$ cat config.mk
export PLATFORM = sky130hd
export DESIGN_NAME = dac_core
export DESIGN_NICKNAME = d
export VERILOG_FILES = /design/src/rtl/dac_pkg.sv /design/src/rtl/dac_core.sv
export SDC_FILE = /design/constraint.sdc
export NUM_CORES = 1
export LEC_CHECK = 0
export ABC_AREA = 1
export BUFFER_PORTS_ARGS = -buffer_cell sky130_fd_sc_hd__buf_2
export CORE_MARGIN = 10
export CORE_UTILIZATION = 41
export CTS_CLUSTER_DIAMETER = 200
export DETAILED_ROUTE_END_ITERATION = 10
export GPL_ROUTABILITY_DRIVEN = 0
export PLACE_DENSITY = 0.66
export SLEW_MARGIN = 20
export SYNTH_ARGS = -nofsm -noshare
export SYNTH_HDL_FRONTEND = slang
export SYNTH_SLANG_ARGS = --single-unit
$ cat constraint.sdc
create_clock -name MCLK_I -period 7.09 [get_ports MCLK_I]
set_input_delay 1.418 -clock MCLK_I [delete_from_list [all_inputs] [get_ports MCLK_I]]
set_output_delay 1.418 -clock MCLK_I [all_outputs]
set_load 0.005 [all_outputs]
$ cat src/rtl/dac_pkg.sv
package dac_pkg;
  // ----------------------------------------------------------------
  // Configuration word layout
  // ----------------------------------------------------------------
  localparam int unsigned CFG_W          = 16;
  localparam int unsigned BIT_CLK_MODE   = 11;
  localparam int unsigned BIT_DATA_LINES = 10;
  localparam int unsigned BIT_RANGE      = 9;
  localparam int unsigned BIT_INPUT      = 7;
  localparam int unsigned BIT_REF        = 6;
  localparam int unsigned BIT_STANDBY    = 5;
  localparam int unsigned BIT_FORMAT     = 4;
  localparam logic [15:0] CFG_RESET      = 16'h0000;
  localparam logic [15:0] CFG_KEEP_MASK  = 16'h0ef0;
  // ----------------------------------------------------------------
  // Reference DAC registers
  // ----------------------------------------------------------------
  localparam int unsigned REFDAC_W       = 9;
  localparam logic [8:0]  REFDAC_RESET   = 9'h1ff;
  // ----------------------------------------------------------------
  // Command codes in bits 15:12
  // ----------------------------------------------------------------
  localparam logic [3:0]  CMD_RD_DAC_A   = 4'h1;
  localparam logic [3:0]  CMD_RD_DAC_B   = 4'h2;
  localparam logic [3:0]  CMD_RD_CFG     = 4'h3;
  localparam logic [3:0]  CMD_WR_CFG     = 4'h8;
  localparam logic [3:0]  CMD_WR_DAC_A   = 4'h9;
  localparam logic [3:0]  CMD_WR_DAC_B   = 4'ha;
  // ----------------------------------------------------------------
  // Timing
  // ----------------------------------------------------------------
  localparam int unsigned CLK_MHZ        = 50;
  localparam int unsigned CONV_NS        = 400;
  localparam int unsigned CONV_CYC       = (CONV_NS * CLK_MHZ + 999) / 1000;
  typedef enum logic [2:0] {
    ST_IDLE = 3'b001,
    ST_CONV = 3'b010,
    ST_DONE = 3'b100
  } dac_state_t;
endpackage

$ cat src/rtl/dac_core.sv
`timescale 1ns/1ps
// Function
// - With reference select low the internal reference is off and both channels use external references.
// - The reference select is one bit shared by both channels.
// - With reference select high each channel reference follows its own reference DAC register.
// - The shared range bit sets full scale to one reference when low and twice it when high.
// - The shared input bit selects single-ended when low and pseudo-differential when high.
// - The format bit selects straight binary when low and twos complement when high.
// - Result width is 16, 14 or 12 bits and one LSB is full scale over two to that width.
// - Straight binary gives zero at bottom, half at midscale and all ones at full scale.
// - Twos complement gives the most negative code at bottom, zero at midscale, most positive at top.
// - Both channels sample at the same instant and convert their own input differences together.
// - Configuration and both reference DAC registers can be written and read back.
// - Four readout modes and one standby mode are supported.
// - A configuration written in a valid frame takes effect from the next frame.
// - At power-up the configuration register clears to zero.
module dac_core #(
  parameter int unsigned RES_W = 16
) (
  // Clock and reset
  input  wire logic                          MCLK_I,
  input  wire logic                          RST_I,
  // Frame and register access
  input  wire logic                          FRAME_START_I,
  input  wire logic                          FRAME_VALID_END_I,
  input  wire logic                          FRAME_ABORT_I,
  input  wire logic [15:0]                   CMD_WORD_I,
  // Analog front end samples, unsigned offset from the negative input
  input  wire logic [RES_W-1:0]              RAW_A_I,
  input  wire logic [RES_W-1:0]              RAW_B_I,
  input  wire logic                          RAW_UNDER_A_I,
  input  wire logic                          RAW_OVER_A_I,
  input  wire logic                          RAW_UNDER_B_I,
  input  wire logic                          RAW_OVER_B_I,
  // Analog control outputs
  output logic                               SAMPLE_O,
  output logic                               INT_REF_EN_O,
  output logic [dac_pkg::REFDAC_W-1:0]       REF_LEVEL_A_O,
  output logic [dac_pkg::REFDAC_W-1:0]       REF_LEVEL_B_O,
  output logic                               RANGE_DOUBLE_O,
  output logic                               PSEUDO_DIFF_O,
  output logic                               CLK_MODE_16_O,
  output logic                               SINGLE_LINE_O,
  output logic                               STANDBY_O,
  // Results and readback
  output logic [RES_W-1:0]                   RESULT_A_O,
  output logic [RES_W-1:0]                   RESULT_B_O,
  output logic                               RESULT_VALID_O,
  output logic [15:0]                        READBACK_O,
  output logic                               READBACK_VALID_O
);
  import dac_pkg::*;

  // ----------------------------------------------------------------
  // Registers written by the host
  // ----------------------------------------------------------------
  logic [15:0]         cfg_q;
  logic [15:0]         act_q;
  logic [REFDAC_W-1:0] dac_a_q;
  logic [REFDAC_W-1:0] dac_b_q;
  logic [3:0]          cmd;
  logic                wr_cfg;
  logic                wr_dac_a;
  logic                wr_dac_b;
  logic                rd_any;
  logic [15:0]         rd_word;

  assign cmd      = CMD_WORD_I[15:12];
  assign wr_cfg   = FRAME_VALID_END_I && (cmd == CMD_WR_CFG);
  assign wr_dac_a = FRAME_VALID_END_I && (cmd == CMD_WR_DAC_A);
  assign wr_dac_b = FRAME_VALID_END_I && (cmd == CMD_WR_DAC_B);
  assign rd_any   = FRAME_VALID_END_I &&
                    (cmd == CMD_RD_CFG || cmd == CMD_RD_DAC_A || cmd == CMD_RD_DAC_B);
  // Readback mirrors the stored layout, reserved bits zero
  assign rd_word  = (cmd == CMD_RD_CFG)   ? cfg_q :
                    (cmd == CMD_RD_DAC_A) ? {4'h0, dac_a_q, 3'h0} :
                    (cmd == CMD_RD_DAC_B) ? {4'h0, dac_b_q, 3'h0} : 16'h0000;

  // Aborted frames write nothing
  always_ff @(posedge MCLK_I or posedge RST_I) begin
    if (RST_I) begin
      cfg_q   <= CFG_RESET;
      dac_a_q <= REFDAC_RESET;
      dac_b_q <= REFDAC_RESET;
    end else begin
      if (wr_cfg) begin
        cfg_q <= CMD_WORD_I & CFG_KEEP_MASK;
      end
      if (wr_dac_a) begin
        dac_a_q <= CMD_WORD_I[11:3];
      end
      if (wr_dac_b) begin
        dac_b_q <= CMD_WORD_I[11:3];
      end
    end
  end

  // Active copy is taken at the next frame start, so a frame never
  // sees its own write
  always_ff @(posedge MCLK_I or posedge RST_I) begin
    if (RST_I) begin
      act_q <= CFG_RESET;
    end else if (FRAME_START_I) begin
      act_q <= cfg_q;
    end
  end

  // ----------------------------------------------------------------
  // Configuration outputs, per-channel reference levels and readback
  // ----------------------------------------------------------------
  always_ff @(posedge MCLK_I or posedge RST_I) begin
    if (RST_I) begin
      INT_REF_EN_O     <= 1'b0;
      REF_LEVEL_A_O    <= REFDAC_RESET;
      REF_LEVEL_B_O    <= REFDAC_RESET;
      RANGE_DOUBLE_O   <= 1'b0;
      PSEUDO_DIFF_O    <= 1'b0;
      CLK_MODE_16_O    <= 1'b0;
      SINGLE_LINE_O    <= 1'b0;
      STANDBY_O        <= 1'b0;
      READBACK_O       <= 16'h0000;
      READBACK_VALID_O <= 1'b0;
    end else begin
      INT_REF_EN_O     <= act_q[BIT_REF];
      REF_LEVEL_A_O    <= dac_a_q;
      REF_LEVEL_B_O    <= dac_b_q;
      RANGE_DOUBLE_O   <= act_q[BIT_RANGE];
      PSEUDO_DIFF_O    <= act_q[BIT_INPUT];
      CLK_MODE_16_O    <= act_q[BIT_CLK_MODE];
      SINGLE_LINE_O    <= act_q[BIT_DATA_LINES];
      STANDBY_O        <= act_q[BIT_STANDBY];
      READBACK_VALID_O <= rd_any;
      if (rd_any) begin
        READBACK_O <= rd_word;
      end
    end
  end

  // ----------------------------------------------------------------
  // Conversion sequencing
  // ----------------------------------------------------------------
  localparam int unsigned CW = $clog2(CONV_CYC + 1);
  dac_state_t    st_q;
  dac_state_t    st_d;
  logic [CW-1:0] cnt_q;
  logic          conv_end;

  assign conv_end = (cnt_q == CW'(CONV_CYC - 1));

  always_comb begin
    st_d = st_q;
    unique case (st_q)
      // Judge on the word being applied now, not the outgoing copy
      ST_IDLE: if (FRAME_START_I && !cfg_q[BIT_STANDBY]) st_d = ST_CONV;
      ST_CONV: begin
        if (FRAME_ABORT_I) begin
          st_d = ST_IDLE;
        end else if (conv_end) begin
          st_d = ST_DONE;
        end
      end
      ST_DONE: st_d = ST_IDLE;
      default: st_d = ST_IDLE;
    endcase
  end

  always_ff @(posedge MCLK_I or posedge RST_I) begin
    if (RST_I) begin
      st_q  <= ST_IDLE;
      cnt_q <= '0;
    end else begin
      st_q  <= st_d;
      cnt_q <= (st_q == ST_CONV) ? cnt_q + CW'(1) : '0;
    end
  end

  // ----------------------------------------------------------------
  // Output coding, common to both channels
  // ----------------------------------------------------------------
  function automatic logic [RES_W-1:0] code(input logic [RES_W-1:0] raw,
                                            input logic under,
                                            input logic over,
                                            input logic twos);
    logic [RES_W-1:0] sb;
    sb = under ? '0 : (over ? '1 : raw);
    code = twos ? {~sb[RES_W-1], sb[RES_W-2:0]} : sb;
  endfunction

  logic [RES_W-1:0] code_a;
  logic [RES_W-1:0] code_b;
  assign code_a = code(RAW_A_I, RAW_UNDER_A_I, RAW_OVER_A_I, act_q[BIT_FORMAT]);
  assign code_b = code(RAW_B_I, RAW_UNDER_B_I, RAW_OVER_B_I, act_q[BIT_FORMAT]);

  // One strobe samples both channels, so they share an instant
  always_ff @(posedge MCLK_I or posedge RST_I) begin
    if (RST_I) begin
      SAMPLE_O       <= 1'b0;
      RESULT_A_O     <= '0;
      RESULT_B_O     <= '0;
      RESULT_VALID_O <= 1'b0;
    end else begin
      SAMPLE_O       <= (st_d == ST_CONV) && (st_q == ST_IDLE);
      RESULT_VALID_O <= (st_q == ST_DONE);
      if (st_q == ST_DONE) begin
        RESULT_A_O <= code_a;
        RESULT_B_O <= code_b;
      end
    end
  end
endmodule

==> impl_results.md, run 1 <==
- Cell variety after synth: 28
- Cell Rows: 38
- Shortest period the worst path allows: 2.42 ns
- Drt wl/cell: 15.1 µm
- Worst Path Max Fanout: 1
- Run status: finished, final reports clean
- Most area-consuming cells after synthesis: dfrtp_1 (39%), dfstp_2 (21%), nand2_1 (8.4%)
- Count of instances resized after the clock tree is built: 0
- DRC violation total after the first TritonRoute iteration: 287
- Yosys warning count: 0
- 1st-pass router iterations: 4
- Clock root buffer: clkbuf_8
- CP Data Arrival Time: 1.00 ns
- Critical path, cell by cell: buf_2
- Number of remaining DRC errors: 0
- Period utilization: 0.341
- Setup-violating endpoint count in the final report: 0
- Path type of the worst min-delay path: flop to flop
- Clock slew at reported path FFs: 0.10 ns
- Xor and xnor fraction of the mapped netlist area: 0.00580
- Detail Placement HPWL: 7.79 mm
- Area enclosed by the die boundary: 15700 µm²
- Portion of the post-synthesis area used by sequential elements: 0.607
- Source-to-sink clock delay at the later pin of the worst-skew pair: 0.37 ns
- Sort of element at the start of the critical path: flop
- Die boundary width: 125 µm
- GRT Overall Usage: 0.133
- Antenna-violating nets left: 0
- Startpoint of the worst register-to-register path: st_q[0]
- Total Neg Setup Slack: 0 ns
- Layout Nets: 617
- Max Root-Sink Buffers: 2
- Simple-gate portion of the synthesized area: 0.184
- Final hold violation count: 0
- Total grt overflow: 0
- Via count of the routed design: 3332
- Setup repair after global routing missed its margin: false
- Adder and majority cell fraction of the synthesized area: 0.00276
- Start-to-end type of the worst setup path: flop to output pin
- Number of global-route vias before repair: 3408
- Mux cell area share after synthesis: 0
- Max Freq: 414 MHz
- Total inserted antenna cells: 0
- Number of hold buffers added after cts: 0
- Number of sinks handled by clock tree synthesis: 108
- Power per Cell Area: 241 nW/µm²
- Number of top-level design ports: 132
- Syn-to-layout area delta: 17.5%
- Starting density of the core: 0.418
- Cell taking the most area after synthesis: dfrtp_1
- Syn Area/Cell: 10.2 µm²
- Number of violations of the max-capacitance limit: 0
- Number of vias per cell after detailed routing: 4.73
- Area of the core: 10800 µm²
- Antenna violations before repair: 0
- Final WL: 10.6 mm
- TritonCTS buffer count: 9
- Max rail drop VDD: 132 µV
- Headroom to the max-slew limit: 0.358
- CTS H-Tree Depth: 3
- Critical path launch point: REF_LEVEL_A_O[7]
- Height of the chip: 125 µm
- Largest net degree at the start of global routing: 80
- Kind of cell with the highest combined delay on the critical path: flip-flops
- Main combinational cell family by area after synthesis: simple AND/OR/NAND/NOR gates
- Actual slew at the worst max-slew pin: 0.963 ns
- Delay contributed by the slowest stage of the critical path: 0.53 ns
- Setup Fix Bufs, Post-CTS: 0
- Complex-gate fraction of the synthesized area: 0.121
- Design area: 5330 µm²
- Share of the core filled with cells in the final layout: 0.491
- Share of post-route cells with drive strength above 1: 0.392
- Reported leakage power: 0.00266 µW
- Buffer and inverter count on the worst path: 1
- Area of the mapped netlist: 4530 µm²
- #FFs+latches synth: 108
- Sort of element at the end of the critical path: output pin
- CTS tree: done
- Hold path startpoint: dac_b_q[2]
- Worst Path Required: 5.67 ns
- Slowest cell on the critical path: dfstp_2
- Number of cells produced by synthesis: 446
- Proportion of netlist area held by the largest area contributor: 0.392
- Layout Skew: 0.0142 ns
- First-pass GRT wire length: 17.5 mm
- Count of final max-slew check failures: 0
- Placed cell areas: 5140 µm²
- Port buffer count: 121
[metal layers]
metal	track usage	up-vias	share of wire
li1	-	1661	-
met1	0.178	1547	0.46
met2	0.200	117	0.44
met3	0.0490	7	0.089
met4	0.0305	0	0.0056
met5	0	-	0
[power by group]
group          internal, µW  switching, µW
Clock                   134            218
Combinational          71.2            105
Sequential              717           40.6
Total                   922            363
[layout make-up]
class                           count  area (µm²)
Multi-Input combinational cell    278        1450
Inverter                           40         158
Fill cell                        1058        5510
Clock buffer                        9         124
Tap cell                          140         175
Timing Repair Buffer              122         613
Sequential cell                   108        2750
Clock inverter                      7        58.8
[synth_stat cells (all sizes together)]
library cell and instances:
conb 1, or2 2, buf 20, ha 1, nand3 34, nor3 1
dfrtp 71, nand4 8, nor2 22, dfstp 37, inv 40, xnor2 1
clkbuf 6, xor2 2, o21ai 86, nand2 109, a21oi 5
[cells in the final DEF, fill, tap and decap left out, drive strengths merged]
cell type,count
a21oi,5
buf,122
clkbuf,9
clkinv,2
clkinvlp,2
conb,7
dfrtp,71
dfstp,37
ha,1
inv,43
nand2,109
nand3,34
nand4,8
nor2,22
nor3,1
o21ai,86
or2,2
xnor2,1
xor2,2
[worst reg2reg max path: cells and delay by family (launching register included)]
family | cells | cell delay, ns
buffers and inverters | 1 | 0.64
DFF | 1 | 0.57
AOI/OAI and AO/OA | 1 | 0.21
and+or+nand+nor | 1 | 0.06
[worst paths after layout]
path | endpoint | slack [ns] | depth (start not counted)
worst max-delay path | REF_LEVEL_A_O[7] | 4.67 | 1
worst max register to register | RESULT_A_O[2] | 5.47 | 3
worst min-delay path | REF_LEVEL_B_O[2] | 0.38 | 0
min in group asynchronous | RESULT_A_O[4] | 1.02 | 2
max in group asynchronous | READBACK_O[5] | 4.77 | 3
worst min register to register | REF_LEVEL_B_O[2] | 0.38 | 0
[flip-flops by register name, summed over array words and instances, names as in the netlist, 3 cells and up]
name / count
RESULT_A_O: 16
RESULT_B_O: 16
READBACK_O: 9
REF_LEVEL_A_O: 9
REF_LEVEL_B_O: 9
dac_a_q: 9
dac_b_q: 9
act_q: 7
cfg_q: 7
cnt_q: 5
st_q: 3
[per-stage QoR]
step / total power, µW / instances / setup WS, ns / hold slack [ns]
floorplan: 868 / 452 / 2.89 / 0.355
global placement: 942 / 688 / 4.31 / 0.362
detailed placement: 950 / 688 / 4.26 / 0.365
CTS: 1310 / 704 / 4.65 / 0.382
global route: 1370 / 704 / 4.54 / 0.387
finish: 1280 / 704 / 4.67 / 0.380
[kinds of logic (layout without fill, tap and decap cells)]
kind of cell               count (synthesis)  count (layout)
and+or+nand+nor                          176             176
DFF                                      108             108
AOI/OAI and AO/OA                         91              91
buffers and inverters                     66             178
xor gates and xnor gates                   3               3
adders and majority gates                  1               1
other                                      1               7
(Power assumes the default switching activity.)
==> run 2, diff against run 1 <==
clock period = 2.3 ns   (was 7.09 ns; I/O delays follow)
==> impl_results.md, run 2 (synthesized netlist as in run 1, its figures left out) <==
- Port buffer count: 121 (unchanged)
- Setup Fix Bufs, Post-CTS: 0 (unchanged)
- Cell Rows: 38 (unchanged)
- Total grt overflow: 0 (unchanged)
- Setup-violating endpoint count in the final report: 0 (unchanged)
- TritonCTS buffer count: 9 (unchanged)
- Run status: finished, final reports clean
- Startpoint of the worst register-to-register path: st_q[0]
- Final WL: 10.6 mm (-0.26%)
- Layout Skew: 0.0129 ns (-0.00133 ns)
- Reported leakage power: 0.00267 µW (+0.32%)
- Setup slack of the worst register-to-register path: 0.67 ns (-4.80 ns)
- Drt wl/cell: 15.0 µm (-0.41%)
- Number of sinks handled by clock tree synthesis: 108 (unchanged)
- Count of instances resized after the clock tree is built: 0 (unchanged)
- Antenna violations before repair: 0 (unchanged)
- DRC violation total after the first TritonRoute iteration: 255 (-11%)
- Starting density of the core: 0.418 (unchanged)
- Total inserted antenna cells: 0 (unchanged)
- Max Freq: 614 MHz
- Worst slack at placement: 0.660 ns (-3.60 ns)
- Number of top-level design ports: 132 (unchanged)
- Power per Cell Area: 750 nW/µm² (+210%)
- Source-to-sink clock delay at the later pin of the worst-skew pair: 0.37 ns (about the same)
- Power, Total: 4020 µW (+210%)
- 1st-pass router iterations: 4 (unchanged)
- Reg-to-Reg End: RESULT_A_O[8]
- Number of remaining DRC errors: 0 (unchanged)
- Largest registers in the final layout: RESULT_A_O (16), RESULT_B_O (16)
- Number of global-route vias before repair: 3488 (+2.3%)
- Clock slew at reported path FFs: 0.10 ns (about the same)
- Clock root buffer: clkbuf_8
- Sort of element at the start of the critical path: flop
- Max rail drop VDD: 436 µV (+230%)
- First-pass GRT wire length: 17.8 mm (+1.7%)
- Height of the chip: 125 µm (unchanged)
- Via count of the routed design: 3385 (+1.6%)
- Start-to-end type of the worst setup path: flop to flop
- CTS tree: done
- Max Root-Sink Buffers: 2 (unchanged)
- Share of post-route cells with drive strength above 1: 0.391 (-0.000694)
- Headroom to the max-slew limit: 0.428 (+0.0700)
- Final WS setup: 0.671 ns (-4.00 ns)
- Sort of element at the end of the critical path: flop
- Layout Nets: 618 (+0.16%)
- Actual slew at the worst max-slew pin: 0.857 ns (-0.106 ns)
- Syn-to-layout area delta: 18.2%
- Largest net degree at the start of global routing: 109 (+36%)
- Detail Placement HPWL: 7.72 mm (-0.81%)
- Period utilization: 0.708
- Number of violations of the max-capacitance limit: 0 (unchanged)
- Setup repair after global routing missed its margin: false
- GRT Overall Usage: 0.135 (+0.00241)
- Final hold violation count: 0 (unchanged)
- Reg2Reg Depth: 3 (unchanged)
- Area of the core: 10800 µm² (unchanged)
- CP Data Arrival Time: 1.84 ns (+0.84 ns)
- Number of hold buffers added after cts: 0 (unchanged)
- CTS H-Tree Depth: 3 (unchanged)
- Area enclosed by the die boundary: 15700 µm² (unchanged)
- Shortest period the worst path allows: 1.63 ns
- Worst Path Required: 2.52 ns (-3.15 ns)
- Count of final max-slew check failures: 0 (unchanged)
- Critical path launch point: st_q[0]
- Leading cell type in the layout, fill and taps excluded: buf_2
- Worst Path Max Fanout: 62 (+61)
- Antenna-violating nets left: 0 (unchanged)
- Path type of the worst min-delay path: input pin to asynchronous set/reset pin
- Number of vias per cell after detailed routing: 4.80 (+1.4%)
- Commonest cells after routing, fill and taps aside: buf_2 (121), nand2_1 (101), dfrtp_1 (71)
- Die boundary width: 125 µm (unchanged)
- Total Neg Setup Slack: 0 ns (unchanged)
- Last element of the critical path: RESULT_A_O[8]
run 2: changes by cell type in the layout (fill, tap and decap cells not counted):
cell,previous run,this run
buf_12,0,1
clkinvlp_4,2,3
inv_8,2,0
clkbuf_1,0,1
bufinv_16,0,1
inv_4,3,2
clkinv_4,1,0
clkinv_2,0,1
run 2: cell type report:
type / instances / area (µm²)
clock buffer: 10 / 128
clock inverter: 6 / 62.6
fill: 1005 / 5490
inverter: 40 / 159
multi-input combinational: 278 / 1450
sequential: 108 / 2750
tap: 140 / 175
timing repair buffer: 123 / 633
run 2: how the worst min path moves through the flow:
stage,from,endpoint,slack (ns),depth (start not counted)
after floorplan,act_q[11],CLK_MODE_16_O,0.35,0
after global placement,act_q[6],INT_REF_EN_O,0.36,0
after detailed placement,act_q[6],INT_REF_EN_O,0.36,0
after CTS,RST_I,READBACK_O[6],0.26,3
after global routing,RST_I,st_q[2],0.29,3
final,RST_I,cnt_q[4],0.24,3
run 2: power by group:
group          leakage, µW  total [µW]  internal, µW  switching (µW)
logic              0.00141         542           223             319
clock network    0.0000903        1130           503             631
registers          0.00117        2340          2210             131
run 2: metrics by stage:
step           std cells  utilization  hold WS, ns  instance area [µm²]
6_report             705        0.494        0.242                 5360
5_1_grt              705        0.494        0.291                 5360
4_1_cts              705        0.494        0.261                 5360
3_5_place_dp         689        0.476        0.361                 5160
3_3_place_gp         689        0.476        0.361                 5160
2_1_floorplan        452            -        0.355                 4560
run 2: worst max-delay path, stage by stage (launching register included):
cell     delay, ns
dfstp_2       0.57
nor3_4        0.05
inv_2         0.63
o21ai_0       0.21
run 2: routing by layer:
metal / up-vias / part of all wire / global-route usage / routed length [µm]
li1: 1663 / - / - / -
met1: 1585 / 0.47 / 0.180 / 5010
met2: 125 / 0.44 / 0.201 / 4630
met3: 12 / 0.078 / 0.0486 / 823
met4: 0 / 0.012 / 0.0427 / 123
met5: - / 0 / 0 / 0
